File: config.mk
export PLATFORM = sky130hd
export DESIGN_NAME = dsi_status
export DESIGN_NICKNAME = d
export VERILOG_FILES = /design/src/rtl/dsi_pkg.sv /design/src/rtl/dsi_blink.sv /design/src/rtl/dsi_status.sv
export SDC_FILE = /design/constraint.sdc
export NUM_CORES = 1
export LEC_CHECK = 0
export BUFFER_PORTS_ARGS = -buffer_cell sky130_fd_sc_hd__buf_4
export CAP_MARGIN = 20
export CORE_ASPECT_RATIO = 1.1
export CORE_MARGIN = 2
export CORE_UTILIZATION = 36
export DETAILED_ROUTE_END_ITERATION = 8
export GPL_TIMING_DRIVEN = 0
export PLACE_DENSITY = 0.66
export SKIP_CTS_REPAIR_TIMING = 1
export SLEW_MARGIN = 5
export SYNTH_ARGS = -nofsm -noshare
export SYNTH_HDL_FRONTEND = slang
export SYNTH_SLANG_ARGS = --single-unit
File: constraint.sdc
create_clock -name ref_clk -period 1.5 [get_ports ref_clk]
set_clock_uncertainty 0.05 [all_clocks]
set_input_delay 0.075 -clock ref_clk [delete_from_list [all_inputs] [get_ports ref_clk]]
set_output_delay 0.075 -clock ref_clk [all_outputs]
set_load 0.01 [all_outputs]
File: src/rtl/dsi_pkg.sv
/*
 * dsi_pkg: shared constants and types for the diagnostic status indicator.
 * Assumes a single 100 MHz ref_clk; no software-visible registers.
 */
package dsi_pkg;

    // severity levels, gray coded along normal->warning->serious->critical
    typedef enum logic [1:0] {
        DSI_NORMAL   = 2'h0,
        DSI_WARNING  = 2'h1,
        DSI_SERIOUS  = 2'h3,
        DSI_CRITICAL = 2'h2
    } dsi_level_type;

    localparam int DSI_NUM_PARAM = 4;   // monitored environmental parameters
    localparam int DSI_VAL_W     = 12;  // width of one measured value

    // blink half period; slow so a pulled-up input samples it cleanly
    localparam int  DSI_CLK_HZ       = 100_000_000;
    localparam int  DSI_BLINK_MS     = 250;
    localparam int  DSI_BLINK_CYCLES = DSI_CLK_HZ / 1000 * DSI_BLINK_MS;
    localparam int  DSI_DIV_W        = 25;

    // released value of the open-drain enables (high = released); only s2_oe_n resets to it
    localparam logic DSI_OE_RELEASE = 1'b1;

    // led colour codes
    typedef enum logic [1:0] {
        DSI_LED_OFF    = 2'h0,
        DSI_LED_GREEN  = 2'h1,
        DSI_LED_ORANGE = 2'h2,
        DSI_LED_RED    = 2'h3
    } dsi_led_type;

    // one environmental measurement with its two limits
    typedef struct packed {
        logic [DSI_VAL_W-1:0] value;
        logic [DSI_VAL_W-1:0] harm_limit;   // preset harmful level
        logic [DSI_VAL_W-1:0] user_limit;   // user programmed level
        logic                 user_en;
    } dsi_env_type;

    // status wire group: output and active-low output enable per wire
    typedef struct packed {
        logic s1_out;
        logic s1_oe_n;
        logic s2_out;
        logic s2_oe_n;
    } dsi_wire_type;

endpackage

File: src/rtl/dsi_blink.sv
/*
 * dsi_blink: divider giving a one-cycle tick every blink half period and a
 * square-wave phase. Assumes synchronous active-low reset on ref_clk.
 */
`timescale 1ns/1ps
module dsi_blink
    import dsi_pkg::*;
(
    input  wire logic ref_clk,
    input  wire logic resetn,
    output logic      tick,
    output logic      phase
);

    logic [DSI_DIV_W-1:0] cnt_reg;
    logic [DSI_DIV_W-1:0] cnt_next;
    logic                 phase_reg;
    logic                 phase_next;

    ////////////////////////////////////////////////////////////////////////
    // free-running divider, phase flips on each tick
    always_comb begin
        tick       = (cnt_reg == DSI_DIV_W'(DSI_BLINK_CYCLES - 1));
        cnt_next   = tick ? '0 : cnt_reg + 1'b1;
        phase_next = tick ? ~phase_reg : phase_reg;
    end

    always_ff @(posedge ref_clk) begin
        if (!resetn) begin
            cnt_reg   <= '0;
            phase_reg <= 1'b0;
        end else begin
            cnt_reg   <= cnt_next;
            phase_reg <= phase_next;
        end
    end

    assign phase = phase_reg;
endmodule

File: src/rtl/dsi_status.sv
/*
 * dsi_status: sorts faults and environmental conditions into four severity
 * levels and shows the level on a status led and two open-drain wires.
 * Assumes fault inputs are synchronous to ref_clk; the external controller
 * provides pull-ups on both status wires.
 */
// Operation
// - exactly one of four severity levels
// - normal: green, wire1 low, wire2 high
// - warning: orange, wire1 toggles, wire2 high
// - serious: red flashing, wire1 high, wire2 toggles
// - critical: red steady, wire1 high, wire2 low
// - wires only grounded, reader supplies pull-up
// - harmful environment raises warning everywhere
// - damage during warning escalates to alarm
// - warning dismissable once environment acceptable
// - user thresholds per parameter plus preset
`timescale 1ns/1ps
module dsi_status
    import dsi_pkg::*;
(
    input  wire logic        ref_clk,
    input  wire logic        resetn,
    input  wire dsi_env_type env [DSI_NUM_PARAM],
    input  wire logic        impending_fault,
    input  wire logic        inoperable_fault,
    input  wire logic        dismiss,
    output dsi_level_type    level,
    output dsi_led_type      led_colour,
    output logic             led_on,
    output dsi_wire_type     wires,
    output logic             env_ok
);

    dsi_level_type        level_reg;
    dsi_level_type        level_next;
    logic                 warn_reg;
    logic                 warn_next;
    logic [DSI_NUM_PARAM-1:0] over;
    logic                 env_bad;
    logic                 tick;
    logic                 phase;
    dsi_led_type          colour_reg;
    dsi_led_type          colour_next;
    logic                 on_reg;
    logic                 on_next;
    dsi_wire_type         wires_reg;
    dsi_wire_type         wires_next;

    dsi_blink u_blink (
        .ref_clk (ref_clk),
        .resetn  (resetn),
        .tick    (tick),
        .phase   (phase)
    );

    ////////////////////////////////////////////////////////////////////////
    // per-parameter limit check: preset or enabled user limit
    genvar gi;
    generate
        for (gi = 0; gi < DSI_NUM_PARAM; gi++) begin : g_cmp
            assign over[gi] = (env[gi].value >= env[gi].harm_limit) ||
                (env[gi].user_en && env[gi].value >= env[gi].user_limit);
        end
    endgenerate

    assign env_bad = |over;
    assign env_ok  = ~env_bad;

    ////////////////////////////////////////////////////////////////////////
    // warning latch: set wins over dismiss; dismiss only when env is ok
    always_comb begin
        warn_next = warn_reg;
        if (env_bad) begin
            warn_next = 1'b1;
        end else if (dismiss) begin
            warn_next = 1'b0;
        end
    end

    ////////////////////////////////////////////////////////////////////////
    // severity: worst condition wins, alarms hold until reset
    always_comb begin
        level_next = DSI_NORMAL;
        if (inoperable_fault || level_reg == DSI_CRITICAL) begin
            level_next = DSI_CRITICAL;
        end else if (impending_fault || level_reg == DSI_SERIOUS) begin
            level_next = DSI_SERIOUS;
        end else if (warn_next) begin
            level_next = DSI_WARNING;
        end
    end

    ////////////////////////////////////////////////////////////////////////
    // indication decode; 1 on a wire means released, pull-up gives the high
    always_comb begin
        colour_next       = DSI_LED_GREEN;
        on_next           = 1'b1;
        wires_next.s1_out = 1'b0;
        wires_next.s2_out = 1'b0;
        wires_next.s1_oe_n = 1'b0;
        wires_next.s2_oe_n = DSI_OE_RELEASE;
        unique case (level_reg)
            DSI_NORMAL: begin
                colour_next        = DSI_LED_GREEN;
                wires_next.s1_oe_n = 1'b0;
                wires_next.s2_oe_n = DSI_OE_RELEASE;
            end
            DSI_WARNING: begin
                colour_next        = DSI_LED_ORANGE;
                wires_next.s1_oe_n = phase;
                wires_next.s2_oe_n = DSI_OE_RELEASE;
            end
            DSI_SERIOUS: begin
                colour_next        = DSI_LED_RED;
                on_next            = phase;
                wires_next.s1_oe_n = DSI_OE_RELEASE;
                wires_next.s2_oe_n = phase;
            end
            DSI_CRITICAL: begin
                colour_next        = DSI_LED_RED;
                wires_next.s1_oe_n = DSI_OE_RELEASE;
                wires_next.s2_oe_n = 1'b0;
            end
        endcase
    end

    ////////////////////////////////////////////////////////////////////////
    // state registers
    always_ff @(posedge ref_clk) begin
        if (!resetn) begin
            level_reg  <= DSI_NORMAL;
            warn_reg   <= 1'b0;
            colour_reg <= DSI_LED_GREEN;
            on_reg     <= 1'b1;
            wires_reg  <= {1'b0, 1'b0, 1'b0, DSI_OE_RELEASE};
        end else begin
            level_reg  <= level_next;
            warn_reg   <= warn_next;
            colour_reg <= colour_next;
            on_reg     <= on_next;
            wires_reg  <= wires_next;
        end
    end

    assign level      = level_reg;
    assign led_colour = colour_reg;
    assign led_on     = on_reg;
    assign wires      = wires_reg;
endmodule

==> results of run 1 <==
## final cells by class
| class | instances | share of cell area [%] |
|---|---|---|
| plain buffers | 4 | 0.784 |
| clock buffers | 5 | 1.96 |
| well taps | 143 | 2.80 |
| clock inverters | 3 | 0.706 |
| flip-flops and latches | 34 | 11.3 |
| multi-input cells | 346 | 54.3 |
| repair buffers | 176 | 21.9 |
| inverters | 100 | 6.31 |
## cell usage after synthesis (all sizes together), types with 5 or more instances
master | number | share of area, %
a2111oi | 5 | 1.2
a21oi | 33 | 4.4
buf | 5 | 1.2
dfxtp | 34 | 18
ha | 97 | 32
inv | 100 | 9.9
nand2 | 24 | 2.4
nand2b | 8 | 1.3
nand3 | 21 | 2.8
nand4 | 13 | 2.5
nor2 | 45 | 4.6
nor3 | 12 | 2.0
nor4 | 9 | 2.1
o21ai | 9 | 1.2
xnor2 | 11 | 2.5
xor2 | 13 | 3.0
## worst paths after layout
| path | from | endpoint | slack (ns) | cells after the start |
|---|---|---|---|---|
| hold / removal | resetn | led_on$_SDFF_PN1_ | -0.008 | 2 |
| setup / recovery | env[63] | env_ok | -0.50 | 9 |
| setup reg to reg | u_blink.cnt_reg[0]$_SDFF_PP0_ | u_blink.cnt_reg[5]$_SDFF_PP0_ | -0.16 | 7 |
| hold reg to reg | level[0]$_SDFF_PP0_ | led_on$_SDFF_PN1_ | 0.44 | 1 |
## metal layers
| metal | share of wire (%) | GRT usage, % |
|---|---|---|
| met3 | 5.5 | 2.57 |
| met5 | 0 | 0 |
| met4 | 1.6 | 4.59 |
| met2 | 50 | 33.8 |
| met1 | 42 | 24.0 |
## per-stage QoR
step	instances	utilization (%)	hold WS [ns]	area, sq um
global route	811	62.0	0.00785	6380
finish	811	62.0	-0.00805	6380
global placement	788	52.2	0.244	5380
CTS	796	53.9	-0.0281	5550
floorplan	485	-	0.111	4000
detailed placement	788	52.2	0.263	5380
## cells in the final DEF (no fill, tap or decap), types with 4 or more instances in the layout
master     synthesis  routed
a21oi_1           33      24
dfxtp_1           34      20
o21a_1             4       4
clkbuf_16          0       7
ha_4               0      17
o21ai_0            9       7
nor2_1            43      19
nand3_2            0       5
xnor2_2            0       4
nand3_1           21      12
inv_2              0       4
nor2_4             0      13
a21oi_2            0       9
nor3_1             9       8
xnor2_1           11       7
buf_4              3     167
nand4_1           11      11
nand2b_4           0       5
nor2_2             2      13
inv_1            100      92
ha_1              97      80
nand3_4            0       4
dfxtp_2            0       5
nand2_1           24      24
buf_6              2       5
dfxtp_4            0       9
xor2_1            13      10
a21o_1             4       4
nor4_2             1       4
## cell families after synthesis
logic type,Yosys count,share of synthesized area (%)
flip-flops,34,18.0
adder cells (fa/ha/maj),97,32.1
AND/OR/NAND/NOR,149,21.1
XOR/XNOR,24,5.56
AO/OA/AOI/OAI,74,12.1
buffers and inverters,105,11.1
other,1,0.0991
## worst reg2reg max path: stages, from the launching register on
cell and delay [ns]:
dfxtp_4 0.37, ha_4 0.16, inv_4 0.04, or2_4 0.27, nor3_4 0.20, nand2b_4 0.24, clkbuf_16 0.19, nor2_2 0.04
## power by group
group / total [W] / leakage (nW) / internal [W] / switching (W)
sequential: 0.000932 / 0.286 / 0.000911 / 0.0000205
combinational: 0.00122 / 2.74 / 0.000673 / 0.000542
clock: 0.00117 / 0.0760 / 0.000782 / 0.000391
==> flow_metrics.tcl, run 1 <==
set metrics [dict create \
    status "finished, violations left" \
    violations "hold timing, setup timing" \
    grt_max_degree 13 \
    crit_family "simple AND/OR/NAND/NOR gates" \
    first_iter_violations 112 \
    via_per_inst 4.88 \
    clk_pin_slew_ns 0.05 \
    final-hold-violation-count 2 \
    hold_ws_ns -0.00805 \
    p_leak_nw 3.11 \
    die-area_sq_um 11300 \
    htree_num_levels 2 \
    cpPeakStageDelay_ns 0.44 \
    drv_cap 0 \
    io_pins 163 \
    place_congestion 0.811 \
    track_usage_pct 19.1 \
    async_flop_share_pct 0 \
    num_rows 39 \
    slew_violations 0 \
    yosys_warnings 0 \
    cp_data_required_time_ns 1.37 \
    clk_latency_ns 0.28 \
    gr-total-overflow 0 \
    cts_tree "done" \
    multi_input_area_sq_um 3460 \
    vias 3955 \
    worst_path_most_repeated_cell "buf_4" \
    seqCellArea_sq_um 721 \
    nets 917 \
    ys_ff_latch 34 \
    period_share_pct 133 \
    worstSetupPathType "primary input to output pin" \
    root_buffer "clkbuf_16" \
    synth.cell_area_sq_um 3780 \
    path_buf_inv 2 \
    wl_um 11800 \
    ant_nets 0 \
    synth_cell_types 46 \
    synth.yosys.seq_area_share_pct 18.0 \
    grt_pass1_wl_um 17600 \
    layout-drive-gt1-share_pct 47.2 \
    cts_buffer_depth 2 \
    drc_errors 0 \
    hpwlAfterDp_um 9510 \
    dr.pass1.iters 4 \
    nFillCells 885 \
    largest_reg_flops 25 \
    synthesis.instances 484 \
    path_cells "buf_4, ha_4, o21ai_2, a21oi_2, o31ai_2, o41ai_2, nor4_4, and4_1, buf_4" \
    tns_ns -3.86 \
    finalCriticalPeriod_ns 2.00 \
    clkSinkCount 34 \
    p_per_area_nw_per_um2 520 \
    rsz0062_at_grt "yes" \
    cp-end-kind "output pin" \
    hp-class "primary input to flop" \
    core_area_sq_um 10300 \
    pre_cts_slack_ns -0.719 \
    startpoint_type "primary input" \
    start_util_pct 36.7 \
    wl_per_cell_um 14.5 \
    antenna_cells 0 \
    path_max_fanout 3 \
    numCtsBuffers 5 \
    die_h_um 112 \
    port_buffers 160 \
    p_total_w 0.00332 \
    areaGrowthSynthToFinish_pct 68.7 \
    fmax_mhz 501 \
    grt_pass1_vias 3883 \
    finalWorstSetupSlack_ns -0.496 \
    grt_antenna_before_repair 0 \
    die_w_um 102 \
    syn_area_per_cell_sq_um 7.82 \
    synth_edf_count 0 \
    crit_arrival_ns 1.87 \
    cp_slowest_cell "nor4_4" \
    setup-violations-final 27 \
    peakVddDrop_mv 0.568 \
    synth_ff_type "dfxtp_1" \
]
Power figures use the tool's default switching activity.
==> run 2, diff against run 1 <==
==> constraint.sdc (replaced) <==
create_clock -name ref_clk -period 1.5 [get_ports ref_clk]
set_clock_uncertainty 0.05 [all_clocks]
set_input_delay 0.15 -clock ref_clk [delete_from_list [all_inputs] [get_ports ref_clk]]
set_output_delay 0.15 -clock ref_clk [all_outputs]
set_load 0.01 [all_outputs]
==> run 2 against run 1 <==
The run ends with setup timing left. Largest power group is now the clock network. First-iteration DRC count is 23% lower. Hold slack better by 0.046 ns. Worst setup slack worse by 0.21 ns. Sequential power hardly changed. Critical path type unchanged. Critical endpoint unchanged. Design area fell by 5.3%. Core utilization fell by 3.3 points.
==> flow_metrics.tcl, run 2 (synthesis results as in run 1) <==
set metrics [dict create \
    status "finished, violations left" \
    violations "setup timing" \
    cp_data_required_time_ns 1.30 \
    rsz0062_at_grt "yes" \
    clk_pin_slew_ns 0.05 \
    place_inst 788 \
    die_h_um 112 \
    port_buffers 160 \
    timing.rr.end "u_blink.cnt_reg[5]$_SDFF_PP0_" \
    layout-drive-gt1-share_pct 42.6 \
    regToRegSetupSlack_ns -0.09 \
    r2r_cells 7 \
    peakVddDrop_mv 0.439 \
    path_max_fanout 2 \
    period_share_pct 147 \
    grt_antenna_before_repair 0 \
    p_per_area_nw_per_um2 524 \
    clkSinkCount 34 \
    worstSetupPathType "primary input to output pin" \
    numCtsBuffers 5 \
    power_switching_w 0.000875 \
    track_usage_pct 18.1 \
    p_sw_share_pct 27.6 \
    htree_num_levels 2 \
    pre_cts_slack_ns -0.870 \
    combPwrFrac_pct 34.4 \
    drv_cap 0 \
    finalWorstSetupSlack_ns -0.706 \
    grt_max_degree 12 \
    antenna_cells 0 \
    start_util_pct 36.7 \
    p_int_w 0.00229 \
    dr.pass1.iters 4 \
    slew_violations 0 \
    die_w_um 102 \
    cts_tree "done" \
    die-area_sq_um 11300 \
    root_buffer "clkbuf_16" \
    tns_ns -3.01 \
    p_seq_share_pct 29.4 \
    worstReg2RegStart "u_blink.cnt_reg[1]$_SDFF_PP0_" \
    power.share.clock_pct 36.2 \
    layout_common_cells "168 x buf_4, 93 x inv_1, 88 x ha_1" \
    nFillCells 900 \
    place_congestion 0.834 \
    io_pins 163 \
    wl_um 11100 \
    via_per_inst 4.85 \
    fin_cells 807 \
    whs_path_depth 3 \
    min_to "level[1]$_SDFF_PN0_" \
    cp-end-kind "output pin" \
    p_leak_nw 3.07 \
    p_total_w 0.00317 \
    vias 3915 \
    fmax_mhz 453 \
    core_area_sq_um 10300 \
    holdCritStartpoint "inoperable_fault" \
    grt_pass1_vias 3840 \
    grt_pass1_wl_um 16600 \
    wl_per_cell_um 13.8 \
    drc_errors 0 \
    gr-total-overflow 0 \
    final_common_cell "buf_4" \
    largest_reg_flops 25 \
    hp-class "primary input to flop" \
    hpwlAfterDp_um 9260 \
    crit_arrival_ns 2.01 \
    final-hold-violation-count 0 \
    clk_latency_ns 0.28 \
    design_area_sq_um 6040 \
    startpoint_type "primary input" \
    ant_nets 0 \
    place_area_sq_um 5400 \
    cts_buffer_depth 2 \
    setup-violations-final 27 \
    nets 913 \
    first_iter_violations 86 \
    num_rows 39 \
    areaGrowthSynthToFinish_pct 59.8 \
    finalCriticalPeriod_ns 2.21 \
]
## run 2: cell types whose count changed in the layout (fill, tap and decap cells not counted), moves of 3 or more
| cell | previous run | this run |
|---|---|---|
| nor2_4 | 13 | 7 |
| nand3_4 | 4 | 1 |
| nor2_2 | 13 | 16 |
| a21oi_1 | 24 | 31 |
| dfxtp_1 | 20 | 17 |
| dfxtp_2 | 5 | 10 |
| ha_1 | 80 | 88 |
| a21oi_2 | 9 | 2 |
| ha_4 | 17 | 9 |
| nand3_1 | 12 | 15 |
| nor2_1 | 19 | 22 |
## run 2: layout make-up
class	instances	area (sq um)	share of cell area (%)
buffer	4	45.0	0.745
clock buffer	5	125	2.07
clock inverter	3	40.0	0.662
inverter	100	408	6.75
multi-input combinational	346	3180	52.7
sequential	34	719	11.9
tap	143	179	2.96
timing repair buffer	172	1350	22.3
## run 2: through the flow
stage / hold WS, ns / util [%]
finish: 0.0383 / 58.7
global route: 0.0725 / 58.7
CTS: 0.0360 / 54.1
detailed placement: 0.326 / 52.4
global placement: 0.319 / 52.4
floorplan: 0.186 / -
## run 2: worst max path at each step
stage | startpoint | end | slack [ns]
floorplan | env[25] | env_ok | -0.21
global placement | env[63] | env_ok | -0.87
detailed placement | env[63] | env_ok | -0.87
CTS | env[63] | env_ok | -0.87
global route | env[62] | env_ok | -0.78
finish | env[62] | env_ok | -0.71
## run 2: layer usage
layer | vias up | track usage, % | part of all wire [%] | wire (um)
met5 | - | 0 | 0 | 0
met4 | 0 | 4.14 | 1.3 | 146
met3 | 11 | 1.95 | 5.3 | 591
met2 | 115 | 33.1 | 50 | 5580
met1 | 1767 | 22.2 | 43 | 4820
li1 | 2022 | - | - | -
## run 2: power groups by stage
stage	clock network [W]	logic (W)	registers [W]
after floorplan	0	0.000507	0.000964
after global placement	0	0.000982	0.000962
after detailed placement	0	0.00101	0.000963
after CTS	0.00117	0.00102	0.000943
after global routing	0.00122	0.00123	0.000935
final	0.00115	0.00109	0.000933
## run 2: worst max-delay path, cell delays in order
cell       delay [ns]
buf_8            0.10
inv_6            0.05
ha_4             0.18
nand2b_4         0.14
a2111oi_4        0.34
nand4b_1         0.21
o41ai_4          0.12
nor4_4           0.30
and4_1           0.29
buf_6            0.12
==> run 3, diff against run 2 <==
- PLACE_DENSITY: 0.66 -> not set
- clock period: 1.5 -> 2.7 ns (I/O delays scaled with it)
==> run 3 against run 2 <==
Hold slack better by 0.13 ns. Power is 51% lower. Sequential cell count stayed put. Clock power is 55% lower. Wire length is 6.7% lower. First-iteration DRC count is 38% lower. Critical path depth stayed put. Largest power group is now combinational cells. Via count is 2.7% lower. The run now ends clean.
==> flow_metrics.tcl, run 3 (synthesis results as in run 1) <==
set metrics [dict create \
    status "finished, final reports clean" \
    design_area_sq_um 5320 \
    track_usage_pct 18.8 \
    hp-class "primary input to flop" \
    clkSinkCount 34 \
    hpwlAfterDp_um 9420 \
    slew_violations 0 \
    htree_num_levels 2 \
    cpPeakStageDelay_ns 0.34 \
    layout-drive-gt1-share_pct 28.1 \
    clk_latency_ns 0.27 \
    tns_ns 0 \
    first_iter_violations 53 \
    fmax_mhz 411 \
    peakVddDrop_mv 0.276 \
    vias 3808 \
    num_rows 39 \
    rsz0062_at_grt "no" \
    r2r_cells 8 \
    largest_reg_flops 25 \
    final_common_cell "buf_4" \
    cp_slowest_cell "a2111oi_2" \
    antenna_cells 0 \
    nets 902 \
    grt_max_degree 11 \
    finalCriticalPeriod_ns 2.43 \
    timing.rr.end "u_blink.cnt_reg[3]$_SDFF_PP0_" \
    place_area_sq_um 5170 \
    cp-endpoint "env_ok" \
    startpoint_type "primary input" \
    cp.depth 10 \
    port_buffers 160 \
    place_congestion 0.875 \
    numCtsBuffers 5 \
    wl_um 10400 \
    p_per_area_nw_per_um2 295 \
    layout_common_cells "163 x buf_4, 100 x inv_1, 97 x ha_1" \
    path_buf_inv 3 \
    drv_cap 0 \
    cts_tree "done" \
    hold_ws_ns 0.166 \
    p_leak_nw 2.84 \
    cp_data_required_time_ns 2.38 \
    dr.pass1.iters 4 \
    worst_pin_slew_ns 0.538 \
    drc_errors 0 \
    core_area_sq_um 10300 \
    cts_buffer_depth 2 \
    period_share_pct 90.0 \
    wl_per_cell_um 13.1 \
    nFillCells 1019 \
    die-area_sq_um 11300 \
    via_per_inst 4.79 \
    relSlewSlack_pct 63.8 \
    areaGrowthSynthToFinish_pct 40.6 \
    clk_pin_slew_ns 0.05 \
    worstSetupPathType "primary input to output pin" \
    setup-violations-final 0 \
    grt_pass1_wl_um 17300 \
    die_h_um 112 \
    gr-total-overflow 0 \
    worstReg2RegStart "u_blink.cnt_reg[0]$_SDFF_PP0_" \
    root_buffer "clkbuf_16" \
    worst_path_most_repeated_cell "buf_4" \
    cp-end-kind "output pin" \
    ant_nets 0 \
    regToRegSetupSlack_ns 0.87 \
    io_pins 163 \
    worstSetupStartpoint "env[25]" \
    grt_pass1_vias 4028 \
    holdCritStartpoint "resetn" \
    crit_arrival_ns 2.11 \
    path_max_fanout 3 \
    final-hold-violation-count 0 \
    crit_family "simple AND/OR/NAND/NOR gates" \
    die_w_um 102 \
    path_cells "buf_4, inv_1, ha_1, nand2b_1, a2111oi_2, or3_1, o21ai_0, nor4_2, and4_1, buf_4" \
    start_util_pct 36.7 \
    grt_antenna_before_repair 0 \
]
[run 3: cell types whose count changed in the layout (fill, tap and decap cells not counted), sizes merged]
| cell | before | now |
|---|---|---|
| buf | 174 | 165 |
| bufinv | 1 | 0 |
| clkinv | 2 | 0 |
[run 3: layer usage]
| metal | vias to the layer above | share of wire, % | track usage (%) |
|---|---|---|---|
| li1 | 2000 | - | - |
| met4 | 0 | 2.6 | 5.41 |
| met1 | 1657 | 39 | 19.9 |
| met2 | 124 | 49 | 34.2 |
| met3 | 27 | 9.3 | 6.97 |
| met5 | - | 0 | 0 |
[run 3: worst min-delay path by stage]
stage	end	slack, ns	cells past startpoint
final	wires[0]$_SDFF_PN1_	0.17	2
after floorplan	wires[0]$_SDFF_PN1_	0.31	1
after CTS	wires[0]$_SDFF_PN1_	0.16	2
after global placement	u_blink.cnt_reg[0]$_SDFF_PP0_	0.39	1
after detailed placement	u_blink.cnt_reg[0]$_SDFF_PP0_	0.42	1
after global routing	wires[0]$_SDFF_PN1_	0.19	2
[run 3: final cells by class]
class	count	area, sq um	share of cell area (%)
Sequential cell	34	681	12.8
Buffer	5	45.0	0.847
Timing Repair Buffer	160	1200	22.6
Clock buffer	7	133	2.49
Tap cell	143	179	3.36
Inverter	100	375	7.06
Multi-Input combinational cell	346	2710	50.9
[run 3: report_power, final]
group,internal (W),switching [W],total [W]
sequential,0.000513,0.00000888,0.000522
combinational,0.000295,0.000233,0.000528
clock,0.000336,0.000182,0.000518
[run 3: metrics by stage]
stage               power [W]  util (%)  setup WS [ns]  cells
floorplan            0.000788         -          0.625    485
global placement      0.00104      50.2         0.0615    788
detailed placement    0.00106      50.2         0.0560    788
CTS                   0.00158      51.5         0.0501    795
global route          0.00168      51.7         0.0190    795
finish                0.00157      51.7          0.270    795
